### src/rtl/aps_defs.svh
/*
 * constants for the power ramp index block: widths, reset values, step rate.
 * assumes inclusion by bare name from rtl files.
 */
`ifndef APS_DEFS_SVH
`define APS_DEFS_SVH
`define APS_STEPS_PER_SYMBOL 8
`define APS_INDEX_W 3
`define APS_TABLE_DEPTH 8
`define APS_LEVEL_W 8
`define APS_INDEX_RST 3'h0
`define APS_LEVEL_RST 8'h00
`define APS_DIV_W 16
`endif

### src/rtl/aps_pkg.sv
/*
 * types for the power ramp index block.
 * assumes aps_defs.svh on the include path.
 */
`include "aps_defs.svh"
package aps_pkg;
    typedef logic [`APS_INDEX_W-1:0] aps_index_t;
    typedef logic [`APS_LEVEL_W-1:0] aps_level_t;
    typedef enum logic [1:0]
    {
        APS_IDLE = 2'b00,
        APS_RUN = 2'b01,
        APS_DRAIN = 2'b10
    } aps_state_t;
endpackage : aps_pkg

### src/rtl/aps_step_tick.sv
/*
 * step tick generator: one pulse every div+1 clocks while enabled.
 * assumes div from the same clock domain.
 */
`timescale 1ns/1ps
`include "aps_defs.svh"
module aps_step_tick
(
    input wire logic clock,
    input wire logic rst,
    input wire logic run,
    input wire logic [`APS_DIV_W-1:0] div,
    output logic tick
);
    logic [`APS_DIV_W-1:0] cnt_r;
    logic [`APS_DIV_W-1:0] cnt_nxt;
    logic tick_nxt;

    always_comb
    begin
        cnt_nxt = cnt_r;
        tick_nxt = 1'b0;
        if (!run)
        begin
            cnt_nxt = '0;
        end
        else if (cnt_r >= div)
        begin
            cnt_nxt = '0;
            tick_nxt = 1'b1;
        end
        else
        begin
            cnt_nxt = cnt_r + 16'h0001;
        end
    end

    always_ff @(posedge clock)
    begin
        if (rst)
        begin
            cnt_r <= '0;
            tick <= 1'b0;
        end
        else
        begin
            cnt_r <= cnt_nxt;
            tick <= tick_nxt;
        end
    end
endmodule : aps_step_tick

### src/rtl/aps_ramp_index.sv
/*
 * power ramp / ask shaping index generator with power level table.
 * assumes all inputs except tx_symbol and tx_active on this clock; tx_symbol and tx_active
 * come from a pin and are synchronised here.
 */
`timescale 1ns/1ps
`include "aps_defs.svh"

module aps_ramp_index
    import aps_pkg::*;
#(
    parameter int STEPS = `APS_STEPS_PER_SYMBOL,
    parameter int DEPTH = `APS_TABLE_DEPTH
)
(
    input wire logic clock,
    input wire logic rst,
    input wire logic tx_active,
    input wire logic tx_symbol,
    input wire logic [`APS_DIV_W-1:0] step_div,
    input wire logic [`APS_INDEX_W-1:0] upper_power_index,
    input wire logic table_wr,
    input wire logic [`APS_INDEX_W-1:0] table_addr,
    input wire logic [`APS_LEVEL_W-1:0] table_data,
    output logic [`APS_LEVEL_W-1:0] pa_level,
    output logic [`APS_INDEX_W-1:0] power_index,
    output logic tx_busy
);
    // ----------------------------------------
    // input synchronisers
    // ----------------------------------------
    logic act_s1_r;
    logic act_s2_r;
    logic sym_s1_r;
    logic sym_s2_r;

    always_ff @(posedge clock)
    begin
        if (rst)
        begin
            act_s1_r <= 1'b0;
            act_s2_r <= 1'b0;
            sym_s1_r <= 1'b0;
            sym_s2_r <= 1'b0;
        end
        else
        begin
            act_s1_r <= tx_active;
            act_s2_r <= act_s1_r;
            sym_s1_r <= tx_symbol;
            sym_s2_r <= sym_s1_r;
        end
    end

    // ----------------------------------------
    // power level table
    // ----------------------------------------
    aps_level_t power_level_table [DEPTH];
    aps_level_t tbl_nxt [DEPTH];

    generate
        for (genvar g = 0; g < DEPTH; g++)
        begin : g_tbl
            always_comb
            begin
                tbl_nxt[g] = power_level_table[g];
                if (table_wr && (int'(table_addr) == g))
                begin
                    tbl_nxt[g] = table_data;
                end
            end

            always_ff @(posedge clock)
            begin
                if (rst)
                begin
                    power_level_table[g] <= `APS_LEVEL_RST;
                end
                else
                begin
                    power_level_table[g] <= tbl_nxt[g];
                end
            end
        end
    endgenerate

    // ----------------------------------------
    // step tick
    // ----------------------------------------
    aps_state_t state_r;
    aps_state_t state_nxt;
    logic tick;
    logic tick_run;

    // divider only counts outside idle
    always_comb
    begin
        tick_run = (state_r != APS_IDLE);
    end

    // step_div set for eight ticks per symbol
    // tick period is step_div+1 clocks
    aps_step_tick aps_step_tick_inst
    (
        .clock(clock),
        .rst(rst),
        .run(tick_run),
        .div(step_div),
        .tick(tick)
    );

    // ----------------------------------------
    // shaping counter and sequencing
    // ----------------------------------------
    aps_index_t idx_r;
    aps_index_t idx_nxt;
    aps_level_t level_nxt;
    logic busy_nxt;

    always_comb
    begin
        state_nxt = state_r;
        idx_nxt = idx_r;
        case (state_r)
            APS_IDLE:
            begin
                idx_nxt = `APS_INDEX_RST;
                if (act_s2_r)
                begin
                    state_nxt = APS_RUN;
                end
            end
            APS_RUN:
            begin
                if (!act_s2_r)
                begin
                    state_nxt = APS_DRAIN;
                end
                else if (tick)
                begin
                    // up on one, down on zero
                    if (sym_s2_r)
                    begin
                        if (idx_r < upper_power_index)
                        begin
                            idx_nxt = idx_r + 3'h1;
                        end
                        else
                        begin
                            // a lowered ceiling clamps here
                            idx_nxt = upper_power_index;
                        end
                    end
                    else if (idx_r != 3'h0)
                    begin
                        idx_nxt = idx_r - 3'h1;
                    end
                end
            end
            APS_DRAIN:
            begin
                if (act_s2_r)
                begin
                    state_nxt = APS_RUN;
                end
                else if (idx_r == 3'h0)
                begin
                    state_nxt = APS_IDLE;
                end
                else if (tick)
                begin
                    idx_nxt = idx_r - 3'h1;
                end
            end
            default:
            begin
                state_nxt = APS_IDLE;
                idx_nxt = `APS_INDEX_RST;
            end
        endcase
        level_nxt = power_level_table[idx_nxt];
        busy_nxt = (state_nxt != APS_IDLE);
    end

    always_ff @(posedge clock)
    begin
        if (rst)
        begin
            state_r <= APS_IDLE;
            idx_r <= `APS_INDEX_RST;
            pa_level <= `APS_LEVEL_RST;
            power_index <= `APS_INDEX_RST;
            tx_busy <= 1'b0;
        end
        else
        begin
            state_r <= state_nxt;
            idx_r <= idx_nxt;
            pa_level <= level_nxt;
            power_index <= idx_nxt;
            tx_busy <= busy_nxt;
        end
    end
endmodule : aps_ramp_index

### config.mk
export PLATFORM = sky130hd
export DESIGN_NAME = aps_ramp_index
export DESIGN_NICKNAME = d
export VERILOG_FILES = /design/src/rtl/aps_pkg.sv /design/src/rtl/aps_step_tick.sv /design/src/rtl/aps_ramp_index.sv
export VERILOG_INCLUDE_DIRS = /design/src /design/src/rtl
export SDC_FILE = /design/constraint.sdc
export NUM_CORES = 1
export LEC_CHECK = 0
export ABC_AREA = 1
export ABC_CLOCK_PERIOD_IN_PS = 3020
export BUFFER_PORTS_ARGS = -buffer_cell sky130_fd_sc_hd__buf_2
export CAP_MARGIN = 20
export CORE_AREA = 3 3 130 107
export DETAILED_ROUTE_END_ITERATION = 7
export DIE_AREA = 0 0 133 110
export GPL_TIMING_DRIVEN = 1
export PLACE_DENSITY = 0.65
export RECOVER_POWER = 50
export SKIP_LAST_GASP = 1
export SYNTH_ARGS = -nofsm -noshare
export SYNTH_HDL_FRONTEND = slang
export SYNTH_SLANG_ARGS = --single-unit
### constraint.sdc
create_clock -name clock -period 3.02 [get_ports clock]
set_clock_uncertainty 0.15 [all_clocks]
set_input_delay 0.302 -clock clock [delete_from_list [all_inputs] [get_ports clock]]
set_output_delay 0.302 -clock clock [all_outputs]
set_load 0.01 [all_outputs]
==> results.md, run 1 <==
| Quantity | This run |
|:---|:---|
| Switching portion of total power | 25.67% |
| Main synth FF type | sky130_fd_sc_hd__edfxtp_1 |
| Pin slew with the least headroom to its limit | 1064 ps |
| Unrepaired setup endpoints after global routing | false |
| Part of the power in combinational logic | 8.3% |
| Per-cell via count in the routed design | 4.940 |
| Category of the worst setup path launch point | register |
| Area fraction of the dominant cell type after synthesis | 36.60% |
| Number of search-and-repair iterations in the first detailed-routing pass | 6 |
| Flip-flop and latch count after synthesis | 99 |
| Final worst slack | 419.5 ps |
| Via count | 4293 |
| Clock share of power | 38.9% |
| Asr flop ratio synth | 0% |
| Leakage | 0.002784 uW |
| NetSw | 745.6 uW |
| Residual overflow from global routing | 0 |
| Power share of the sequential group | 52.9% |
| Final hold violations | 0 |
| Floorplan die width | 133 um |
| Sequential area share after synthesis | 49.94% |
| Layout cells sized above 1 | 10.23% |
| Synthesized instance count | 643 |
| Clock network latency to the later pin of the worst-skew pair | 350 ps |
| Final total power | 2905 uW |
| Area of the die | 14630 um2 |
| Area grow syn2layout | 12.56% |
| Starting density of the core | 41.25% |
| Area of the core | 12730 um2 |
| Required @ worst endpoint | 3100 ps |
| Clock buffer count from CTS | 9 |
| Critical path start-end classification | register to register |
| Clock sink count | 99 |
| Fin nets | 750 |
| Post-DP Area | 5624 um2 |
| Most common cell after layout, fill and taps aside | sky130_fd_sc_hd__nand2_1 |
| Element type at the critical path end | register |
| Final estimated routing congestion in global placement | 0.8883 |
| Peak Freq | 384.5 MHz |
| Cell with the largest stage delay on the worst path | sky130_fd_sc_hd__dfxtp_1 |
| Port-buffer cells | 46 |
| Area occupied by registers | 2623 um2 |
| Total negative slack | 0 ps |
| Top post-synthesis cells by area | sky130_fd_sc_hd__edfxtp_1 (37%), sky130_fd_sc_hd__dfxtp_1 (13%), sky130_fd_sc_hd__nand2_1 (9.4%) |
| Final number of max-transition violations | 0 |
| Yosys top cell by area | sky130_fd_sc_hd__edfxtp_1 |
| Net Count, Synth | 704 |
| Maximum net fanout on the critical path | 34 |
| Filler Cell Count | 1275 |
| Outcome | completed |
| Post-Route WL | 12.48 mm |
| Mean instance size in the synthesized netlist | 8.167 um2 |
| Total of cells resized after clock tree synthesis | 0 |
| Total of warnings raised by yosys | 0 |
| P per Cell Area | 491.5 nW/um2 |
| FP Rows | 37 |
| Kind of path behind the tightest hold check | input port to register |
| Worst relative slew slack | 28.33% |
| Number of flops mapped to enable cells by yosys | 64 |
| Count of cell types in the netlist | 33 |
| Count of H-tree levels built during CTS | 3 |
| Top-level I/O count | 47 |
| Initial detailed-routing violation count | 458 |
| Detailed placer's ending HPWL | 9.266 mm |
| Count of final setup violators | 0 |
| Cell type with the highest occurrence count on the critical path | sky130_fd_sc_hd__nand2_1 |
| Global router's overall resource usage | 17.36% |
| Cell Int Power | 2160 uW |
| Vert. Die Dim | 110 um |
| Max IR drop VDD | 0.0002769 V |
| Number of buffers inserted to repair setup after CTS | 0 |
| Arr. time, crit path | 2680 ps |
| Root cell of the clock tree | sky130_fd_sc_hd__clkbuf_16 |
| Summed area of non-filler cells in the final layout | 5911 um2 |
| Antenna diodes | 0 |
| Antenna violations before repair | 0 |
| Detail Route Antenna Nets | 0 |
| Residual DRC count | 0 |
| Wirelength per Cell | 14.36 um |
| Final critical-path share of the clock period | 86.11% |
| Final min period | 2601 ps |
| Setup slack after placement | 437.8 ps |
| Clock-pin slew on the worst setup and hold paths | 70 ps |
| Area taken by multi-input logic gates | 2091 um2 |
| Number of global-route vias before repair | 3910 |
| Stage delay of the slowest cell on the critical path | 470 ps |
| Global-route wire length before repair | 19.84 mm |
| Total standard cell area after synthesis | 5251 um2 |
| Buffers from clock root to sink, at most | 2 |
| Commonest non-fill, non-tap cells in the layout | sky130_fd_sc_hd__nand2_1 (131), sky130_fd_sc_hd__inv_1 (113), sky130_fd_sc_hd__nor2_1 (99) |
| Crit-path cells | ha_1, a21oi_2, nand2_2, nand2_1, nand3_1, nand2_1, nand2_1, nand2_2, nand2_4, inv_2, nand2_1, nand3_1, nand2_1, nand2_1, nand2_1 |
| Pin count of the biggest net entering global routing | 35 |
| Clock tree from TritonCTS | done |
| Max-cap violations | 0 |
[worst max-delay path: cells and delay by family, from the launching register on]
kind,cells,cell delay (ps)
AND/OR/NAND/NOR,12,1010
flip-flops,1,470
AO/OA/AOI/OAI,1,230
adder cells (fa/ha/maj),1,310
buffers and inverters,1,290
[logic make-up after synthesis]
kind of cell | after synthesis | share of synthesized area (%)
AND/OR/NAND/NOR | 340 | 28.14
buffers and inverters | 133 | 10.25
flip-flops | 99 | 49.94
AO/OA/AOI/OAI | 35 | 3.812
adder cells (fa/ha/maj) | 26 | 6.195
XOR/XNOR | 10 | 1.668
[cells in the mapped netlist (5+ instances only)]
cell type and instances:
sky130_fd_sc_hd__edfxtp_1 64, sky130_fd_sc_hd__nand2_2 6, sky130_fd_sc_hd__xor2_1 7, sky130_fd_sc_hd__ha_1 26, sky130_fd_sc_hd__o21ai_0 10, sky130_fd_sc_hd__nand2_1 131
sky130_fd_sc_hd__nor2_1 99, sky130_fd_sc_hd__nand3b_1 9, sky130_fd_sc_hd__inv_1 113, sky130_fd_sc_hd__a21oi_1 16, sky130_fd_sc_hd__inv_2 5, sky130_fd_sc_hd__nand3_1 81
sky130_fd_sc_hd__dfxtp_1 35, sky130_fd_sc_hd__clkbuf_1 6
[per-layer routing]
metal  global-route usage (%)  vias up  share of wire, %
met1                    25.65     1959                48
met5                        0        -                 0
met4                    4.451        0               1.5
met2                    26.20      190                43
li1                         -     2125                 -
met3                    3.448       19               7.9
[per-stage QoR]
step / hold WS [ps] / std cells / utilization (%)
3_5_place_dp: 264.3 / 852 / 44.18
5_1_grt: 33.94 / 869 / 46.43
6_report: 14.29 / 869 / 46.43
4_1_cts: 0.2428 / 869 / 46.56
3_3_place_gp: 247.8 / 852 / 44.18
2_1_floorplan: 238.3 / 643 / -
[power groups by stage]
stage                     combinational (uW)  clock (uW)  sequential (uW)
after floorplan                          144           0             1560
after global placement                   236           0             1560
after detailed placement                 240           0             1570
after CTS                                242        1140             1540
after global routing                     270        1190             1540
final                                    240        1130             1540
[layout make-up]
type	instances	share of cell area [%]
inverter	119	7.557
clock inverter	7	1.143
tap	175	3.704
clock buffer	9	3.810
sequential	99	44.37
timing repair buffer	49	4.043
multi-input combinational	411	35.37
[sequential cells by signal (all words and copies together), names as in the netlist]
name / count
act_s1_r: 1
act_s2_r: 1
aps_step_tick_inst.cnt_r: 16
aps_step_tick_inst.tick: 1
idx_r: 3
pa_level: 8
power_level_table: 64
state_r: 2
sym_s1_r: 1
sym_s2_r: 1
tx_busy: 1
[worst paths after layout]
kind	startpoint	to	slack, ps	depth (start not counted)
setup reg to reg	idx_r[2]	pa_level[3]	420	15
setup / recovery	idx_r[2]	pa_level[3]	420	15
hold reg to reg	sym_s1_r	sym_s2_r	270	2
hold / removal	tx_symbol	sym_s1_r	10	3
[what timing repair did]
item,4_1_cts,5_1_grt
setup endpoints to repair,0,0
hold buffers,1,0
endpoints found under the hold margin,1,0
No activity file was read; power rests on OpenSTA's default activity.
==> run 2: changes to the inputs <==
--- a/config.mk
+++ b/config.mk
@@ -6,15 +6,14 @@
 export SDC_FILE = /design/constraint.sdc
 export NUM_CORES = 1
 export LEC_CHECK = 0
-export ABC_AREA = 1
 export ABC_CLOCK_PERIOD_IN_PS = 3020
 export BUFFER_PORTS_ARGS = -buffer_cell sky130_fd_sc_hd__buf_2
 export CAP_MARGIN = 20
-export CORE_AREA = 3 3 130 107
+export CORE_AREA = 3 3 133 109
 export DETAILED_ROUTE_END_ITERATION = 7
-export DIE_AREA = 0 0 133 110
+export DIE_AREA = 0 0 136 112
 export GPL_TIMING_DRIVEN = 1
-export PLACE_DENSITY = 0.65
+export PLACE_DENSITY = 0.66
 export RECOVER_POWER = 50
 export SKIP_LAST_GASP = 1
 export SYNTH_ARGS = -nofsm -noshare
==> run 2 against run 1 <==
Net effect: count of clock-buffer cells in the layout is 1 higher; combinational power increased by 12%; utilization grew 0.20 points; critical path type unchanged; largest cell class is now multi-input combinational cells; via count fell by 1.7%; largest power group unchanged.
==> results.md, run 2 <==
| Quantity | This run |
|:---|:---|
| Outcome | completed |
| Final hold violations | 0 |
| Area of the core | 13410 um2 |
| Layout cells sized above 1 | 17.87% |
| Yosys top cell by area | sky130_fd_sc_hd__edfxtp_1 |
| Via count | 4219 |
| Floorplan die width | 136 um |
| Global router's overall resource usage | 17.61% |
| Max IR drop VDD | 0.0003004 V |
| Number of hold-repair buffers added at the cts stage | 0 |
| Detail Route Antenna Nets | 0 |
| Area grow syn2layout | 12.85% |
| Leakage | 0.002337 uW |
| Synthesized instance count | 529 |
| Top-level I/O count | 47 |
| Count of final setup violators | 0 |
| Number of flops mapped to enable cells by yosys | 64 |
| Max-cap violations | 0 |
| Count of H-tree levels built during CTS | 3 |
| Worst relative slew slack | 44.51% |
| Crit path buf inv count | 2 |
| Critical path start-end classification | register to register |
| Final number of max-transition violations | 0 |
| Number of search-and-repair iterations in the first detailed-routing pass | 7 |
| Peak Freq | 346.8 MHz |
| Pin slew with the least headroom to its limit | 830.6 ps |
| Total of warnings raised by yosys | 0 |
| Per-cell via count in the routed design | 5.537 |
| Category of the worst setup path launch point | register |
| Net Count, Synth | 590 |
| Arr. time, crit path | 3000 ps |
| Asr flop ratio synth | 0% |
| Sequential area share after synthesis | 47.34% |
| Count of cell types in the netlist | 57 |
| Regs by FF count | power_level_table: 64 flops, aps_step_tick_inst.cnt_r: 16 flops, pa_level: 8 flops |
| Most numerous cell types in the synthesized netlist | sky130_fd_sc_hd__and2_1 (65), sky130_fd_sc_hd__edfxtp_1 (64), sky130_fd_sc_hd__nor2_1 (52), sky130_fd_sc_hd__dfxtp_1 (35), sky130_fd_sc_hd__inv_1 (34) |
| Final estimated routing congestion in global placement | 0.8680 |
| Area fraction of the dominant cell type after synthesis | 34.69% |
| Stage delay of the slowest cell on the critical path | 430 ps |
| Clock sink count | 99 |
| Final worst slack | 136.6 ps |
| Total negative slack | 0 ps |
| Final critical-path share of the clock period | 95.48% |
| Pin count of the biggest net entering global routing | 30 |
| Final total power | 2981 uW |
| Total of cells resized after clock tree synthesis | 0 |
| Area of the die | 15230 um2 |
| Main synth FF type | sky130_fd_sc_hd__edfxtp_1 |
| FP Rows | 38 |
| Port-buffer cells | 46 |
| Residual overflow from global routing | 0 |
| Fin nets | 638 |
| Number of global-route vias before repair | 4036 |
| Residual DRC count | 0 |
| Detailed placer's ending HPWL | 9.700 mm |
| Most common cell after layout, fill and taps aside | sky130_fd_sc_hd__and2_1 |
| Mean instance size in the synthesized netlist | 10.47 um2 |
| Largest delay share family, worst path | compound AO/OA/AOI/OAI gates |
| Setup slack after placement | 121.0 ps |
| Vert. Die Dim | 112 um |
| Initial detailed-routing violation count | 454 |
| Worst hold slack across all endpoints | 28.29 ps |
| Starting density of the core | 41.32% |
| Antenna diodes | 0 |
| Global-route wire length before repair | 21.06 mm |
| Unrepaired setup endpoints after global routing | true |
| Filler Cell Count | 1279 |
| Flip-flop count of the largest register after layout | 64 |
| Antenna violations before repair | 0 |
| P per Cell Area | 476.7 nW/um2 |
| Most instantiated library cell after synthesis | sky130_fd_sc_hd__and2_1 |
| Required @ worst endpoint | 3140 ps |
| Crit-path cells | inv_1, ha_1, nor2b_2, or3_4, a21oi_4, buf_4, a2111oi_2, a211oi_1, a22oi_1, o221ai_1 |
| Number of buffers inserted to repair setup after CTS | 0 |
| Maximum net fanout on the critical path | 18 |
| Clock network latency to the later pin of the worst-skew pair | 340 ps |
| Wirelength per Cell | 17.34 um |
| Kind of path behind the tightest hold check | input port to register |
| Top post-synthesis cells by area | sky130_fd_sc_hd__edfxtp_1 (35%), sky130_fd_sc_hd__dfxtp_1 (13%), sky130_fd_sc_hd__and2_1 (7.3%) |
| Total standard cell area after synthesis | 5540 um2 |
| Final min period | 2883 ps |
| Clock tree from TritonCTS | done |
| Clock-pin slew on the worst setup and hold paths | 80 ps |
| Top reg by flops | power_level_table |
| Cell with the largest stage delay on the worst path | sky130_fd_sc_hd__dfxtp_1 |
| Clock buffer count from CTS | 9 |
| Flip-flop and latch count after synthesis | 99 |
| Root cell of the clock tree | sky130_fd_sc_hd__clkbuf_16 |
| Buffers from clock root to sink, at most | 2 |
| Element type at the critical path end | register |
| Post-Route WL | 13.21 mm |
| Commonest non-fill, non-tap cells in the layout | sky130_fd_sc_hd__and2_1 (65), sky130_fd_sc_hd__edfxtp_1 (64), sky130_fd_sc_hd__nor2_1 (52) |
[run 2: changes by cell type in the layout (fill, tap and decap cells not counted), sizes merged, moves of 25 or more]
cell	change
and2	+66
nor2	-48
a211oi	+25
nand2	-119
inv	-85
nand3	-68
[run 2: metal layers]
layer  vias to the layer above  global-route usage (%)  share of wire [%]
li1                       2006                       -                  -
met1                      2040                   26.34                 48
met2                       151                   26.39                 45
met3                        22                   2.529                6.0
met4                         0                   5.440                1.6
met5                         -                       0                  0
[run 2: area by class of cell]
| type | instances | area (um2) | share of cell area (%) |
|---|---|---|---|
| well taps | 180 | 225.2 | 3.602 |
| inverters | 35 | 131.4 | 2.101 |
| clock buffers | 10 | 229.0 | 3.662 |
| clock inverters | 6 | 71.32 | 1.141 |
| repair buffers | 59 | 316.6 | 5.063 |
| multi-input cells | 373 | 2656 | 42.49 |
| flip-flops and latches | 99 | 2623 | 41.95 |
[run 2: kinds of logic after synthesis]
logic type	synth area share, %
AO/OA/AOI/OAI	17.21
flip-flops	47.34
adder cells (fa/ha/maj)	5.872
multiplexers	3.455
XOR/XNOR	2.371
AND/OR/NAND/NOR	18.61
buffers and inverters	5.149
[run 2: worst paths after layout]
kind	slack (ps)	to	start	cells after the start
worst max-delay path	140	pa_level[1]	idx_r[1]	10
worst min-delay path	30	act_s1_r	tx_active	2
worst max register to register	140	pa_level[1]	idx_r[1]	10
worst min register to register	290	sym_s2_r	sym_s1_r	1
[run 2: power breakdown]
group | switching [uW] | internal, uW | leakage (uW)
Sequential | 32.8 | 1510 | 0.000904
Combinational | 173 | 96.6 | 0.00129
Clock | 514 | 650 | 0.000140
Total | 720 | 2260 | 0.00234
[run 2: worst reg2reg max path: stages, from the launching register on]
cell                        delay, ps
sky130_fd_sc_hd__dfxtp_1          430
sky130_fd_sc_hd__inv_1            110
sky130_fd_sc_hd__ha_1             230
sky130_fd_sc_hd__nor2b_2          200
sky130_fd_sc_hd__or3_4            380
sky130_fd_sc_hd__a21oi_4          220
sky130_fd_sc_hd__buf_4            290
sky130_fd_sc_hd__a2111oi_2         90
sky130_fd_sc_hd__a211oi_1         390
sky130_fd_sc_hd__a22oi_1          150
sky130_fd_sc_hd__o221ai_1         180
[run 2: stage by stage]
| stage | instance area (um2) | cells | utilization [%] |
|---|---|---|---|
| floorplan | 5540 | 529 | - |
| global placement | 5942 | 745 | 44.32 |
| detailed placement | 5942 | 745 | 44.32 |
| CTS | 6242 | 761 | 46.56 |
| global route | 6252 | 762 | 46.63 |
| finish | 6252 | 762 | 46.63 |
